File: src/operand_resolver_defines.svh
`ifndef OPERAND_RESOLVER_DEFINES_SVH
`define OPERAND_RESOLVER_DEFINES_SVH

// ----------------------------------------
// data memory banks and windows
// ----------------------------------------
`define BANK0 4'h0
`define BANK1 4'h1
`define BANK15 4'hF
`define BANK_RESET 4'h0
`define FLAG_RESET 1'b0
`define MEM_LOW_TOP 8'h7F
`define FMEM_LO_PAGE 4'hB
`define FMEM_HI_PAGE 4'hF
`define PMEM_PAGE_BITS 2'h3

// ----------------------------------------
// program memory targets
// ----------------------------------------
`define REL_BACK_MIN 6'sh31
`define REL_BACK_MAX 6'sh3F
`define REL_FWD_MIN 6'sh02
`define REL_FWD_MAX 6'sh10
`define ROM_TOP 13'h1FFF
`define TABLE_LO 7'h20

// ----------------------------------------
// skip cost
// ----------------------------------------
`define SKIP_NONE 2'h0
`define SKIP_SHORT 2'h1
`define SKIP_LONG 2'h2
`define LEN_THREE 2'h3

// ----------------------------------------
// reset wait, in main clock periods
// ----------------------------------------
`define WAIT_LONG_PERIODS 131072
`define WAIT_SHORT_PERIODS 32768
`define CLK_PER_MAIN_PERIOD 1
`define WAIT_CNT_W 18
`define SYNC_STAGES 2

`endif

File: src/operand_resolver_pkg.sv
package operand_resolver_pkg;

  // ----------------------------------------
  // operand kinds
  // ----------------------------------------
  typedef enum logic [3:0] {
    MODE_HL_INDIRECT = 4'h0,
    MODE_PAIR_INDIRECT = 4'h1,
    MODE_DIRECT_MEM = 4'h2,
    MODE_FMEM = 4'h3,
    MODE_PMEM = 4'h4,
    MODE_REL_BRANCH = 4'h5,
    MODE_IN_BLOCK = 4'h6,
    MODE_FAST_CALL = 4'h7,
    MODE_TABLE_VEC = 4'h8,
    MODE_ABSOLUTE = 4'h9
  } mode_type;

  typedef enum logic [1:0] {
    WAIT_IDLE = 2'h0,
    WAIT_COUNT = 2'h1,
    WAIT_RUN = 2'h3
  } wait_state_type;

  typedef struct packed {
    logic valid;
    mode_type mode;
    logic wide;
    logic [12:0] operand;
    logic [7:0] pointer;
    logic [1:0] bit_pos;
    logic [12:0] pc;
  } request_type;

  typedef struct packed {
    logic valid;
    logic err;
    logic is_prog;
    logic [11:0] data_addr;
    logic [12:0] prog_addr;
    logic [3:0] bit_sel;
  } result_type;

  typedef struct packed {
    logic wr;
    logic enable;
    logic [3:0] select;
  } bank_write_type;

endpackage

File: src/reset_wait_timer.sv
`timescale 1ns/1ns
`include "operand_resolver_defines.svh"

module reset_wait_timer #(
  parameter int LONG_CYCLES = `WAIT_LONG_PERIODS * `CLK_PER_MAIN_PERIOD,
  parameter int SHORT_CYCLES = `WAIT_SHORT_PERIODS * `CLK_PER_MAIN_PERIOD
) (
  // clock and reset
  input wire logic clock,
  input wire logic rstn,
  // factory wait option pin
  input wire logic long_wait_pin,
  // status
  output logic exec_ready
);
  import operand_resolver_pkg::*;

  logic opt_meta_q;
  logic opt_sync_q;
  logic long_sel_q;
  logic [`WAIT_CNT_W-1:0] count_q;
  logic [`WAIT_CNT_W-1:0] limit;
  wait_state_type state_q;

  // ----------------------------------------
  // option pin synchroniser
  // ----------------------------------------
  always_ff @(posedge clock or negedge rstn) begin
    if (!rstn) begin
      opt_meta_q <= 1'b0;
      opt_sync_q <= 1'b0;
    end else begin
      opt_meta_q <= long_wait_pin;
      opt_sync_q <= opt_meta_q;
    end
  end

  assign limit = long_sel_q ? `WAIT_CNT_W'(LONG_CYCLES) : `WAIT_CNT_W'(SHORT_CYCLES);

  // ----------------------------------------
  // wait sequence
  // ----------------------------------------
  // the option is caught once, after release, so a glitch later cannot stretch the wait
  always_ff @(posedge clock or negedge rstn) begin
    if (!rstn) begin
      state_q <= WAIT_IDLE;
      long_sel_q <= 1'b0;
      count_q <= '0;
      exec_ready <= 1'b0;
    end else begin
      case (state_q)
        WAIT_IDLE: begin
          // the synchroniser still holds its reset value for two edges after release
          if (count_q == `WAIT_CNT_W'(`SYNC_STAGES)) begin
            long_sel_q <= opt_sync_q;
            count_q <= '0;
            state_q <= WAIT_COUNT;
          end else begin
            count_q <= count_q + `WAIT_CNT_W'(1);
          end
        end
        WAIT_COUNT: begin
          if (count_q == limit - `WAIT_CNT_W'(1)) begin
            exec_ready <= 1'b1;
            state_q <= WAIT_RUN;
          end else begin
            count_q <= count_q + `WAIT_CNT_W'(1);
          end
        end
        WAIT_RUN: exec_ready <= 1'b1;
        default: state_q <= WAIT_IDLE;
      endcase
    end
  end
endmodule

File: src/operand_address_resolver.sv
`timescale 1ns/1ns
`include "operand_resolver_defines.svh"

// What this block does
// - pointer indirect bank is enable AND select
// - DE or DL pointers always bank zero
// - flag clear: low half bank0, high bank15
// - short bit operands fixed in bank 15
// - peripheral bit operands bank15 FC0 to FFF
// - relative branch: minus 15..1, plus 2..16
// - in-block target: 12 bits plus PC bit12
// - fast call reaches only 0000 to 07FF
// - table vector even, 0020 to 007F
// - absolute targets stay within program memory
// - two-bit field selects one nibble bit
// - wait 2^17 or 2^15 periods after reset
// - skip costs one cycle, two for long
module operand_address_resolver
  import operand_resolver_pkg::*;
#(
  parameter int WAIT_LONG_CYCLES = `WAIT_LONG_PERIODS * `CLK_PER_MAIN_PERIOD,
  parameter int WAIT_SHORT_CYCLES = `WAIT_SHORT_PERIODS * `CLK_PER_MAIN_PERIOD
) (
  // clock and reset
  input wire logic clock,
  input wire logic rstn,
  // factory wait option pin
  input wire logic long_wait_pin,
  // bank state writes from the cpu
  input wire operand_resolver_pkg::bank_write_type bank_wr,
  // decoded operand
  input wire operand_resolver_pkg::request_type req,
  // skip report
  input wire logic skip_taken,
  input wire logic [1:0] skipped_len,
  // resolved address, skip cost, ready and bank state
  output operand_resolver_pkg::result_type result_q,
  output logic [1:0] skip_cycles_q,
  output logic exec_ready_q,
  output logic bank_enable_flag,
  output logic [3:0] bank_select_reg
);
  import operand_resolver_pkg::*;

  logic timer_ready;
  logic accept;
  logic signed [5:0] disp;
  logic [3:0] accessed_bank;
  result_type result_d;

  // ----------------------------------------
  // reset wait
  // ----------------------------------------
  reset_wait_timer #(
    .LONG_CYCLES(WAIT_LONG_CYCLES),
    .SHORT_CYCLES(WAIT_SHORT_CYCLES)
  ) u_wait (
    .clock(clock),
    .rstn(rstn),
    .long_wait_pin(long_wait_pin),
    .exec_ready(timer_ready)
  );

  always_ff @(posedge clock or negedge rstn) begin
    if (!rstn) begin
      exec_ready_q <= 1'b0;
    end else begin
      exec_ready_q <= timer_ready;
    end
  end

  // requests before the wait ends are dropped, the cpu is not running yet
  assign accept = req.valid && exec_ready_q;

  // ----------------------------------------
  // bank state
  // ----------------------------------------
  // a select value outside 0, 1, 15 is ignored and the old bank kept
  always_ff @(posedge clock or negedge rstn) begin
    if (!rstn) begin
      bank_enable_flag <= `FLAG_RESET;
      bank_select_reg <= `BANK_RESET;
    end else if (bank_wr.wr) begin
      bank_enable_flag <= bank_wr.enable;
      if (bank_wr.select == `BANK0 || bank_wr.select == `BANK1 ||
          bank_wr.select == `BANK15) begin
        bank_select_reg <= bank_wr.select;
      end
    end
  end

  assign accessed_bank = {4{bank_enable_flag}} & bank_select_reg;
  assign disp = $signed(req.operand[5:0]);

  // ----------------------------------------
  // address resolution
  // ----------------------------------------
  always_comb begin
    result_d = '0;
    result_d.valid = accept;
    result_d.bit_sel = 4'(4'h1 << req.bit_pos);
    case (req.mode)
      MODE_HL_INDIRECT: begin
        result_d.data_addr = {accessed_bank, req.pointer};
      end
      MODE_PAIR_INDIRECT: begin
        result_d.data_addr = {`BANK0, req.pointer};
      end
      MODE_DIRECT_MEM: begin
        if (bank_enable_flag) begin
          result_d.data_addr = {bank_select_reg, req.operand[7:0]};
        end else if (req.operand[7:0] <= `MEM_LOW_TOP) begin
          result_d.data_addr = {`BANK0, req.operand[7:0]};
        end else begin
          result_d.data_addr = {`BANK15, req.operand[7:0]};
        end
        // a wide transfer always pairs an even nibble with the next one
        if (req.wide) begin
          result_d.data_addr[0] = 1'b0;
        end
      end
      MODE_FMEM: begin
        result_d.data_addr = {`BANK15, req.operand[7:0]};
        result_d.err = req.operand[7:4] != `FMEM_LO_PAGE &&
                       req.operand[7:4] != `FMEM_HI_PAGE;
      end
      MODE_PMEM: begin
        result_d.data_addr = {`BANK15, `PMEM_PAGE_BITS, req.pointer[5:0]};
      end
      MODE_REL_BRANCH: begin
        result_d.is_prog = 1'b1;
        result_d.prog_addr = req.pc + {{7{disp[5]}}, disp};
        result_d.err = !((disp >= `REL_BACK_MIN && disp <= `REL_BACK_MAX) ||
                         (disp >= `REL_FWD_MIN && disp <= `REL_FWD_MAX));
      end
      MODE_IN_BLOCK: begin
        result_d.is_prog = 1'b1;
        result_d.prog_addr = {req.pc[12], req.operand[11:0]};
      end
      MODE_FAST_CALL: begin
        result_d.is_prog = 1'b1;
        result_d.prog_addr = {2'h0, req.operand[10:0]};
      end
      MODE_TABLE_VEC: begin
        result_d.is_prog = 1'b1;
        result_d.prog_addr = {6'h00, req.operand[6:1], 1'b0};
        result_d.err = req.operand[0] || req.operand[6:0] < `TABLE_LO ||
                       req.operand[12:7] != 6'h00;
      end
      MODE_ABSOLUTE: begin
        result_d.is_prog = 1'b1;
        result_d.prog_addr = req.operand;
        result_d.err = req.operand > `ROM_TOP;
      end
      default: begin
        result_d.err = 1'b1;
      end
    endcase
    if (!accept) begin
      result_d = '0;
    end
  end

  always_ff @(posedge clock or negedge rstn) begin
    if (!rstn) begin
      result_q <= '0;
    end else begin
      result_q <= result_d;
    end
  end

  // ----------------------------------------
  // skip cost
  // ----------------------------------------
  always_ff @(posedge clock or negedge rstn) begin
    if (!rstn) begin
      skip_cycles_q <= `SKIP_NONE;
    end else if (!skip_taken) begin
      skip_cycles_q <= `SKIP_NONE;
    end else if (skipped_len == `LEN_THREE) begin
      skip_cycles_q <= `SKIP_LONG;
    end else begin
      skip_cycles_q <= `SKIP_SHORT;
    end
  end
endmodule

File: config.mk
export PLATFORM = sky130hd
export DESIGN_NAME = operand_address_resolver
export DESIGN_NICKNAME = d
export VERILOG_FILES = /design/src/operand_resolver_pkg.sv /design/src/reset_wait_timer.sv /design/src/operand_address_resolver.sv
export VERILOG_INCLUDE_DIRS = /design/src
export SDC_FILE = /design/constraint.sdc
export NUM_CORES = 1
export LEC_CHECK = 0
export ABC_AREA = 1
export BUFFER_PORTS_ARGS = -buffer_cell sky130_fd_sc_hd__buf_2
export CAP_MARGIN = 40
export CORE_MARGIN = 3
export CORE_UTILIZATION = 23
export CTS_CLUSTER_SIZE = 8
export DETAILED_ROUTE_END_ITERATION = 12
export PLACE_DENSITY = 0.42
export SLEW_MARGIN = 5
export SYNTH_ARGS = -nofsm -noshare
export SYNTH_HDL_FRONTEND = slang
export SYNTH_SLANG_ARGS = --single-unit
File: constraint.sdc
create_clock -name clock -period 3.3 [get_ports clock]
set_input_delay 0.165 -clock clock [delete_from_list [all_inputs] [get_ports clock]]
set_output_delay 0.165 -clock clock [all_outputs]
set_load 0.02 [all_outputs]
; After elaboration in Yosys (flattened, before gate mapping)
; Index checks and enable logic that the tools add are counted.
[word_totals]
register_bits = 64
latchBits = 0
ram_bits = 0
rom_bits = 0
in_bits = 54
output_inout_bits = 40
elab_cells = 92
n_memories = 0
[classes]
add_sub_neg = 3
mul = 0
n_div = 0
magnitude_cmp = 7
n_eq_ne = 21
n_shift = 1
n_mux = 19
n_bitwise = 2
reduce_logical = 23
[op_table]
columns = cell, n
row1 = $pmux 13 s5, 1
row2 = $pmux 12 s5, 1
row3 = $mux 18, 3
row4 = $pmux 18 s2, 1
row5 = $mux 32, 1
row6 = $mux 12, 2
row7 = $add 18x1->18 const B, 1
row8 = $eq 18x18->1, 1
row9 = $eq 18x2->1 const B, 1
row10 = $sub 18x1->18 const B, 1
row11 = $eq 4x3->1 const B, 4
row12 = $add 13x13->13, 1
row13 = $gt 13x13->1 const B, 1
row14 = $eq 4x4->1 const B, 3
row15 = $eq 4x1->1 const B, 2
row16 = $eq 4x2->1 const B, 2
row17 = $le 8x7->1 const B, 1
row18 = $logic_not 4->1, 2
row19 = $mux 2, 4
row20 = $ne 4x4->1 const B, 2
row21 = $reduce_and 2->1, 4
row22 = $lt 7x6->1 const B, 1
row23 = $ge 6x3->1 const B, 1
row24 = $ge 6x5->1 const B, 1
row25 = 22 further kinds, 34

; Longest topological paths before layout
; Gate-level depths: netlist of run 1.
[logic_depth]
word_depth = 6
ltp_mapped = 11
depth_no_buf = 11

; Cells and area by module
; Synthesis of run 1 repeated with hierarchy kept, for this count alone.
[unflattened]
hier_cells = 548
hier_area_um2 = 4087.7
[by_module_without_submodules]
columns = module, n_inst, cells_per_inst, area_per_inst_um2
row1 = operand_address_resolver, 1, 339, 2529.9
row2 = reset_wait_timer, 1, 209, 1557.7

; Worst setup path after synthesis of run 1
; OpenSTA, ideal clock, no wires.
[synth_path]
path_type = reg2reg
start = reg u_wait.count_q[1]
end = reg u_wait.count_q[14]
setup_ns = 0.125
arrival_ns = 1.420
setup_slack_ns = 1.754
path_stages_with_launch = 11
synth_period_minus_slack_ns = 1.546
path_cell_list = dfrtp_1 -> ha_1 -> nand2_1 -> nor2_4 -> nand2_2 -> nor3_2 -> nand2_1 -> nand2_4 -> buf_6 -> nor2_1 -> xor2_1
[synth_via]
elab_chain_cells = 3
[synth_rtl]
columns = item, line
row1 = from (decl), reset_wait_timer.sv:21  ; logic [`WAIT_CNT_W-1:0] count_q;
row2 = from (signal assigned), reset_wait_timer.sv:59  ; count_q <= count_q + `WAIT_CNT_W'(1);
row3 = from (signal assigned), reset_wait_timer.sv:67  ; count_q <= count_q + `WAIT_CNT_W'(1);
row4 = $add 18x1->18 (tied with other cells), "reset_wait_timer.sv:59, reset_wait_timer.sv:67"
row5 = $mux 18 (tied with other cells), reset_wait_timer.sv:63  ; if (count_q == limit - `WAIT_CNT_W'(1)) begin
row6 = $pmux 18 s2 / $reduce_and 2->1 (equally long branches), --
; Several ways; a longest one is shown, not always the timed one. The select of a mux whose other input is x is not followed.
; A chain may end at the register's enable or synchronous reset.

; Worst setup path after layout of run 1
[layout_path]
start = reg u_wait.count_q[1]
end = reg u_wait.count_q[7]
; The elaborated chain is that of the path after synthesis.

==> results by group, run 1 <==
Run status
  – Status: finished clean

Placement
  – Placer congestion estimate: 0.8425
  – I/O Buffers: 93
  – HPWL after DPL: 9.003 mm
  – Dpl cell area: 4576 µm²
  – Pre-CTS setup slack: 1.478 ns

Synth
  – Dominant cells by area after synthesis: dfrtp_1 (42%), nand2_1 (12%), inv_1 (7.2%)
  – Syn Std Cell Area: 3832 µm²
  – Top cell type's share of synthesized area: 41.79%
  – Syn Inst Count: 518
  – #FFs+latches synth: 64
  – Syn Area/Cell: 7.399 µm²
  – Synth Net Count: 587
  – Post-synth top area cell: dfrtp_1
  – Synth cell types: 37
  – Sequential area share after synthesis: 41.79%
  – Yosys Warn Count: 0

STA
  – Final worst-path cycle share: 55.19%
  – Setup ws final: 1.479 ns
  – Final Critical Period: 1.821 ns
  – Fmax: 549.0 MHz
  – Worst hold slack: 0.01911 ns
  – Max Slew Vio Count: 0
  – Slew Limit Headroom: 47.74%
  – Final Hold Vio Count: 0
  – Fin Setup TNS: 0 ns
  – Final setup viols: 0
  – RSZ-0062 raised after global routing: false
  – Least-Margin Pin Slew: 0.7820 ns
  – Clock Skew: 0.002368 ns

Final layout
  – Post-Route Utilization: 30.50%
  – Layout cells sized above 1: 21.14%
  – Post-route cell area: 4915 µm²
  – Max FFs per register: 32
  – Area Growth Syn to Fin: 28.24%
  – Final Net Count: 693
  – Antenna Cells: 0

Critical path
  – CP startpoint kind: register
  – CP endpoint kind: register
  – Critical Path RT: 3.51 ns
  – Setup CP Type: reg -> reg
  – CP Max Fanout: 24
  – Crit path DAT: 2.04 ns

Floorplanning
  – Cell Rows: 46
  – Die Ht: 135.1 µm
  – I/O pin cnt: 94
  – Die Footprint: 18250 µm²
  – Die Wd: 135.1 µm
  – Initial core utilization: 23.78%
  – CORE AREA: 16120 µm²

Global routing
  – Number of global-route vias before repair: 3663
  – Initial antenna violation count: 0
  – First-pass GRT wire length: 18.59 mm
  – Total gr overflow: 0
  – Global-route usage over all layers: 12.96%
  – Maximum number of pins on one net before global-route repair: 32

Drt
  – 1st-iter DRT viols: 155
  – Final wirelength: 11.32 mm
  – Final ANT Viol Nets: 0
  – Wl on met1: 5.347 mm
  – Routed wl met3: 633 µm
  – Uppermost layer routed: met4
  – Vias: 3594
  – DRC Markers: 0
  – WL/cell: 13.39 µm
  – Router iterations before antenna repair: 4
  – DR vias/cell: 4.253
  – Met2 routed WL: 5.208 mm

Clock network
  – Sink Count: 64
  – TritonCTS clock tree: done
  – Clock root cell: clkbuf_16
  – Longest Clk Path Bufs: 2
  – Htree depth: 3
  – Clock transition at path regs: 0.06 ns
  – # resized after CTS: 0
  – CTS Buf Count: 9
  – Clock latency on the worst-skew pair: 0.33 ns

Power and ir drop
  – P per Cell Area: 416.5 nW/µm²
  – Maximum vdd drop: 0.0002511 V
  – LEAKAGE: 2.578 nW

Run
  – Max Cap Viol: 0

Hold path
  – Hold WC Path Type: in -> reg
[final timing paths]
check	start	end	slack (ns)	cells past startpoint
max	u_wait.count_q[1]	u_wait.count_q[7]	1.48	10
min in group asynchronous	rstn	result_q[2]	0.20	2
max in group asynchronous	rstn	u_wait.count_q[6]	2.36	4
max reg2reg	u_wait.count_q[1]	u_wait.count_q[7]	1.48	10
min	req[14]	result_q[0]	0.02	2
min reg2reg	u_wait.opt_meta_q	u_wait.opt_sync_q	0.36	0
[synthesized netlist by cell type]
master    number
nand2_1      126
inv_1         74
dfrtp_1       64
nor2_1        59
nand3_1       44
a21oi_1       31
o21ai_0       17
ha_1          14
nor3_1        13
xor2_1        13
o21ai_1        8
nand4_1        7
a22oi_1        6
inv_2          5
o21a_1         4
or2_2          4
clkbuf_1       3
nand3b_1       3
nor2_4         3
nand2_2        2
o21ai_2        2
a21o_1         1
a21oi_2        1
a22o_1         1
buf_2          1
buf_4          1
buf_6          1
fa_1           1
mux2_2         1
nand2_4        1
nor2_2         1
nor3_2         1
o211ai_1       1
o22ai_1        1
o31ai_1        1
or2_1          1
xnor2_1        1
[through the flow]
stage	total power [mW]	cells
floorplan	0.9806	518
global placement	1.092	824
detailed placement	1.096	825
CTS	2.086	845
global route	2.155	845
finish	2.047	845
[logic make-up (layout without fill, tap and decap cells)]
group | count (synthesis) | after routing | share of synthesized area, %
simple gates | 265 | 265 | 30.04
buf+inv | 85 | 196 | 8.652
compound gates | 74 | 74 | 10.94
flops | 64 | 64 | 41.79
fa+ha+maj | 15 | 15 | 5.093
xor+xnor | 14 | 14 | 3.200
mux | 1 | 1 | 0.2938
[area by class of cell]
type | instances | area (µm²)
Clock buffer | 11 | 242.7
Clock inverter | 5 | 56.30
Fill cell | 1777 | 11200
Inverter | 79 | 296.5
Multi-Input combinational cell | 369 | 1899
Sequential cell | 64 | 1602
Tap cell | 216 | 270.3
Timing Repair Buffer | 101 | 548.0
[routing by layer]
| layer | track usage, % | vias to the layer above |
|---|---|---|
| met1 | 17.10 | 1623 |
| met3 | 3.838 | 9 |
| met5 | 0 | - |
| met4 | 3.359 | 0 |
| met2 | 20.82 | 90 |
| li1 | - | 1872 |
[layout by cell type (no fill, tap or decap), drive strengths merged, types with 3 or more instances in the layout]
cell and instances:
a22oi 6, inv 79, o21ai 27, or2 5
clkbuf 11, nand3b 3, nor2 63, nand2 129
nand4 7, a21oi 32, dfrtp 64, buf 97
nand3 44, nor3 14, clkinv 3, dlygate4sd3 4
xor2 13, o21a 4, ha 14
[worst max-delay path: stages, from the launching register on]
cell,delay [ns]
dfrtp_1,0.41
ha_1,0.23
nand2_1,0.11
nor2_4,0.14
nand2_2,0.09
nor3_2,0.10
nand2_1,0.10
nand2_4,0.20
inv_2,0.14
nand3_1,0.09
o21ai_0,0.08
[power by group]
group	internal [mW]	total (mW)	switching (mW)
Clock	0.604	0.963	0.360
Sequential	0.798	0.808	0.00967
Combinational	0.103	0.276	0.173
[what timing repair did]
action | CTS | global route
hold buffers | 4 | 0
hold endpoints to repair | 47 | 0
setup buffers | 0 | 0
No activity file was read; power rests on OpenSTA's default activity.
==> inputs of run 2 (changes only) <==
- clock period: 3.3 -> 1.8 ns (I/O delays scaled with it)
==> run 2 against run 1 <==
Routed wire length up 0.25%. Non-clock buffer count up 13. Clock power up 90%. Fmax up 10%. First-iteration DRC count up 7.7%. Critical path depth unchanged. Worst hold slack worse by 0.0025 ns. Sequential power up 83%. Highest routed layer unchanged.
==> results by group, run 2 (synthesis gave the netlist of run 1 again) <==
Drt
  – Vias: 3677
  – WL/cell: 13.24 µm
  – Router iterations before antenna repair: 4
  – Final wirelength: 11.35 mm
  – DR vias/cell: 4.291
  – 1st-iter DRT viols: 167
  – DRC Markers: 0
  – Final ANT Viol Nets: 0

Clock network
  – Clock transition at path regs: 0.06 ns
  – CTS Buf Count: 9
  – Post-CTS setup buffer count: 0
  – Clock latency on the worst-skew pair: 0.34 ns
  – Sink Count: 64
  – TritonCTS clock tree: done
  – Htree depth: 3
  – Clock root cell: clkbuf_16
  – Longest Clk Path Bufs: 2

Floorplanning
  – Die Ht: 135.1 µm
  – Initial core utilization: 23.78%
  – I/O pin cnt: 94
  – Die Footprint: 18250 µm²
  – Die Wd: 135.1 µm
  – Cell Rows: 46
  – CORE AREA: 16120 µm²

Critical path
  – Buffer and inverter count on the worst path: 1
  – CP startpoint kind: register
  – CP top delay family: simple AND/OR/NAND/NOR gates
  – Critical Path RT: 2.02 ns
  – Worst path cell trace: ha_1, nand2_1, nor2_4, nand2_2, nor3_2, nand2_1, nand2_4, inv_4, nor2_2, or2_1
  – Flop2flop setup slack: 0.15 ns
  – CP most frequent cell: nand2_1
  – Cell count of the worst reg-to-reg path: 10
  – Slowest cell on crit path: dfrtp_1
  – CP endpoint kind: register
  – CP Max Fanout: 19
  – Setup CP Type: reg -> reg
  – FF-to-FF End: u_wait.exec_ready
  – Crit path DAT: 1.87 ns
  – Reg2reg start: u_wait.count_q[0]
  – Slowest cell delay on critical path: 0.38 ns

Placement
  – I/O Buffers: 93
  – HPWL after DPL: 9.001 mm
  – Inst Count DP: 831
  – Placer congestion estimate: 0.8150

Hold path
  – Min-delay src: req[33]
  – Hold EP: result_q[14]
  – Hold WC Path Type: in -> reg
  – Worst hold path cell count: 3

Run
  – Max Cap Viol: 0

STA
  – Fmax: 604.9 MHz
  – Final Critical Period: 1.653 ns
  – Final Hold Vio Count: 0
  – Least-Margin Pin Slew: 0.4145 ns
  – Max Slew Vio Count: 0
  – Clock Skew: 0.008025 ns
  – Slew Limit Headroom: 72.08%
  – Final worst-path cycle share: 91.84%
  – Fin Setup TNS: 0 ns
  – Worst hold slack: 0.01666 ns
  – Final setup viols: 0
  – RSZ-0062 raised after global routing: false

Global routing
  – Global-route usage over all layers: 12.99%
  – First-pass GRT wire length: 18.55 mm
  – Total gr overflow: 0
  – Maximum number of pins on one net before global-route repair: 65
  – Initial antenna violation count: 0
  – Number of global-route vias before repair: 3707

Final layout
  – Antenna Cells: 0
  – Final non-filler cell total: 857
  – Layout cells sized above 1: 21.37%
  – Area Growth Syn to Fin: 31.41%
  – Final Net Count: 706
  – FILL cells: 1803
  – Most frequent cells in the layout: nand2_1 (126), buf_2 (93), inv_1 (74)
  – Most common cell after layout, fill and taps aside: nand2_1
  – Max FFs per register: 32

Power and ir drop
  – Overall Power: 3.823 mW
  – Maximum vdd drop: 0.0004481 V
  – P per Cell Area: 759.2 nW/µm²
  – LEAKAGE: 2.649 nW

Run status
  – Status: finished clean
==> run 2: cell count changes in the layout (fill, tap and decap cells not counted), sizes merged <==
cell / delta
buf: +6
clkinv: -1
dlygate4sd3: +7
clkinvlp: -1
bufinv: +1
==> run 2: cell type report <==
cell class                 count  area [µm²]  area share, %
clock buffer                  11       232.7          4.621
clock inverter                 4       70.07          1.391
inverter                      79       299.0          5.938
multi-input combinational    369        1899          37.71
sequential                    64        1602          31.80
tap                          216       270.3          5.366
timing repair buffer         114       663.1          13.17
==> run 2: metal layers <==
| layer | share of wire, % | vias up | track usage, % |
|---|---|---|---|
| met4 | 2.0 | 0 | 4.815 |
| met1 | 46 | 1655 | 16.85 |
| li1 | - | 1906 | - |
| met5 | 0 | - | 0 |
| met3 | 5.6 | 13 | 3.577 |
| met2 | 46 | 103 | 20.74 |
==> run 2: power breakdown <==
part,switching [mW],internal (mW),leakage (nW)
sequential,0.0180,1.46,0.849
clock,0.627,1.20,0.149
combinational,0.318,0.197,1.65
total,0.963,2.86,2.65
==> run 2: metrics by stage <==
step | util [%] | setup slack, ns | cell area [µm²]
floorplan | - | 0.2545 | 3832
global placement | 28.67 | 0.1282 | 4621
detailed placement | 28.67 | 0.07157 | 4621
CTS | 31.23 | 0.09991 | 5034
global route | 31.25 | 0.02516 | 5036
finish | 31.25 | 0.1470 | 5036
==> run 2: worst max path at each step <==
stage	cells after the start	slack, ns	to	startpoint
floorplan	10	0.25	u_wait.count_q[14]	u_wait.count_q[1]
global placement	12	0.13	result_q[12]	req[23]
detailed placement	12	0.07	result_q[12]	req[23]
CTS	10	0.1	u_wait.exec_ready	u_wait.count_q[0]
global route	10	0.03	u_wait.exec_ready	u_wait.count_q[0]
finish	10	0.15	u_wait.exec_ready	u_wait.count_q[0]
==> run 2: what timing repair did <==
action                                 in CTS  in global routing
endpoints found under the hold margin      71                  0
setup endpoints to repair                   0                  2
hold buffers                               11                  0
resized for setup                           0                  1
==> run 2: worst register-to-register path: cells and delay by family (launching register included) <==
family	cells	cell delay, ns
fa+ha+maj	1	0.21
simple gates	8	0.80
buf+inv	1	0.14
flops	1	0.38
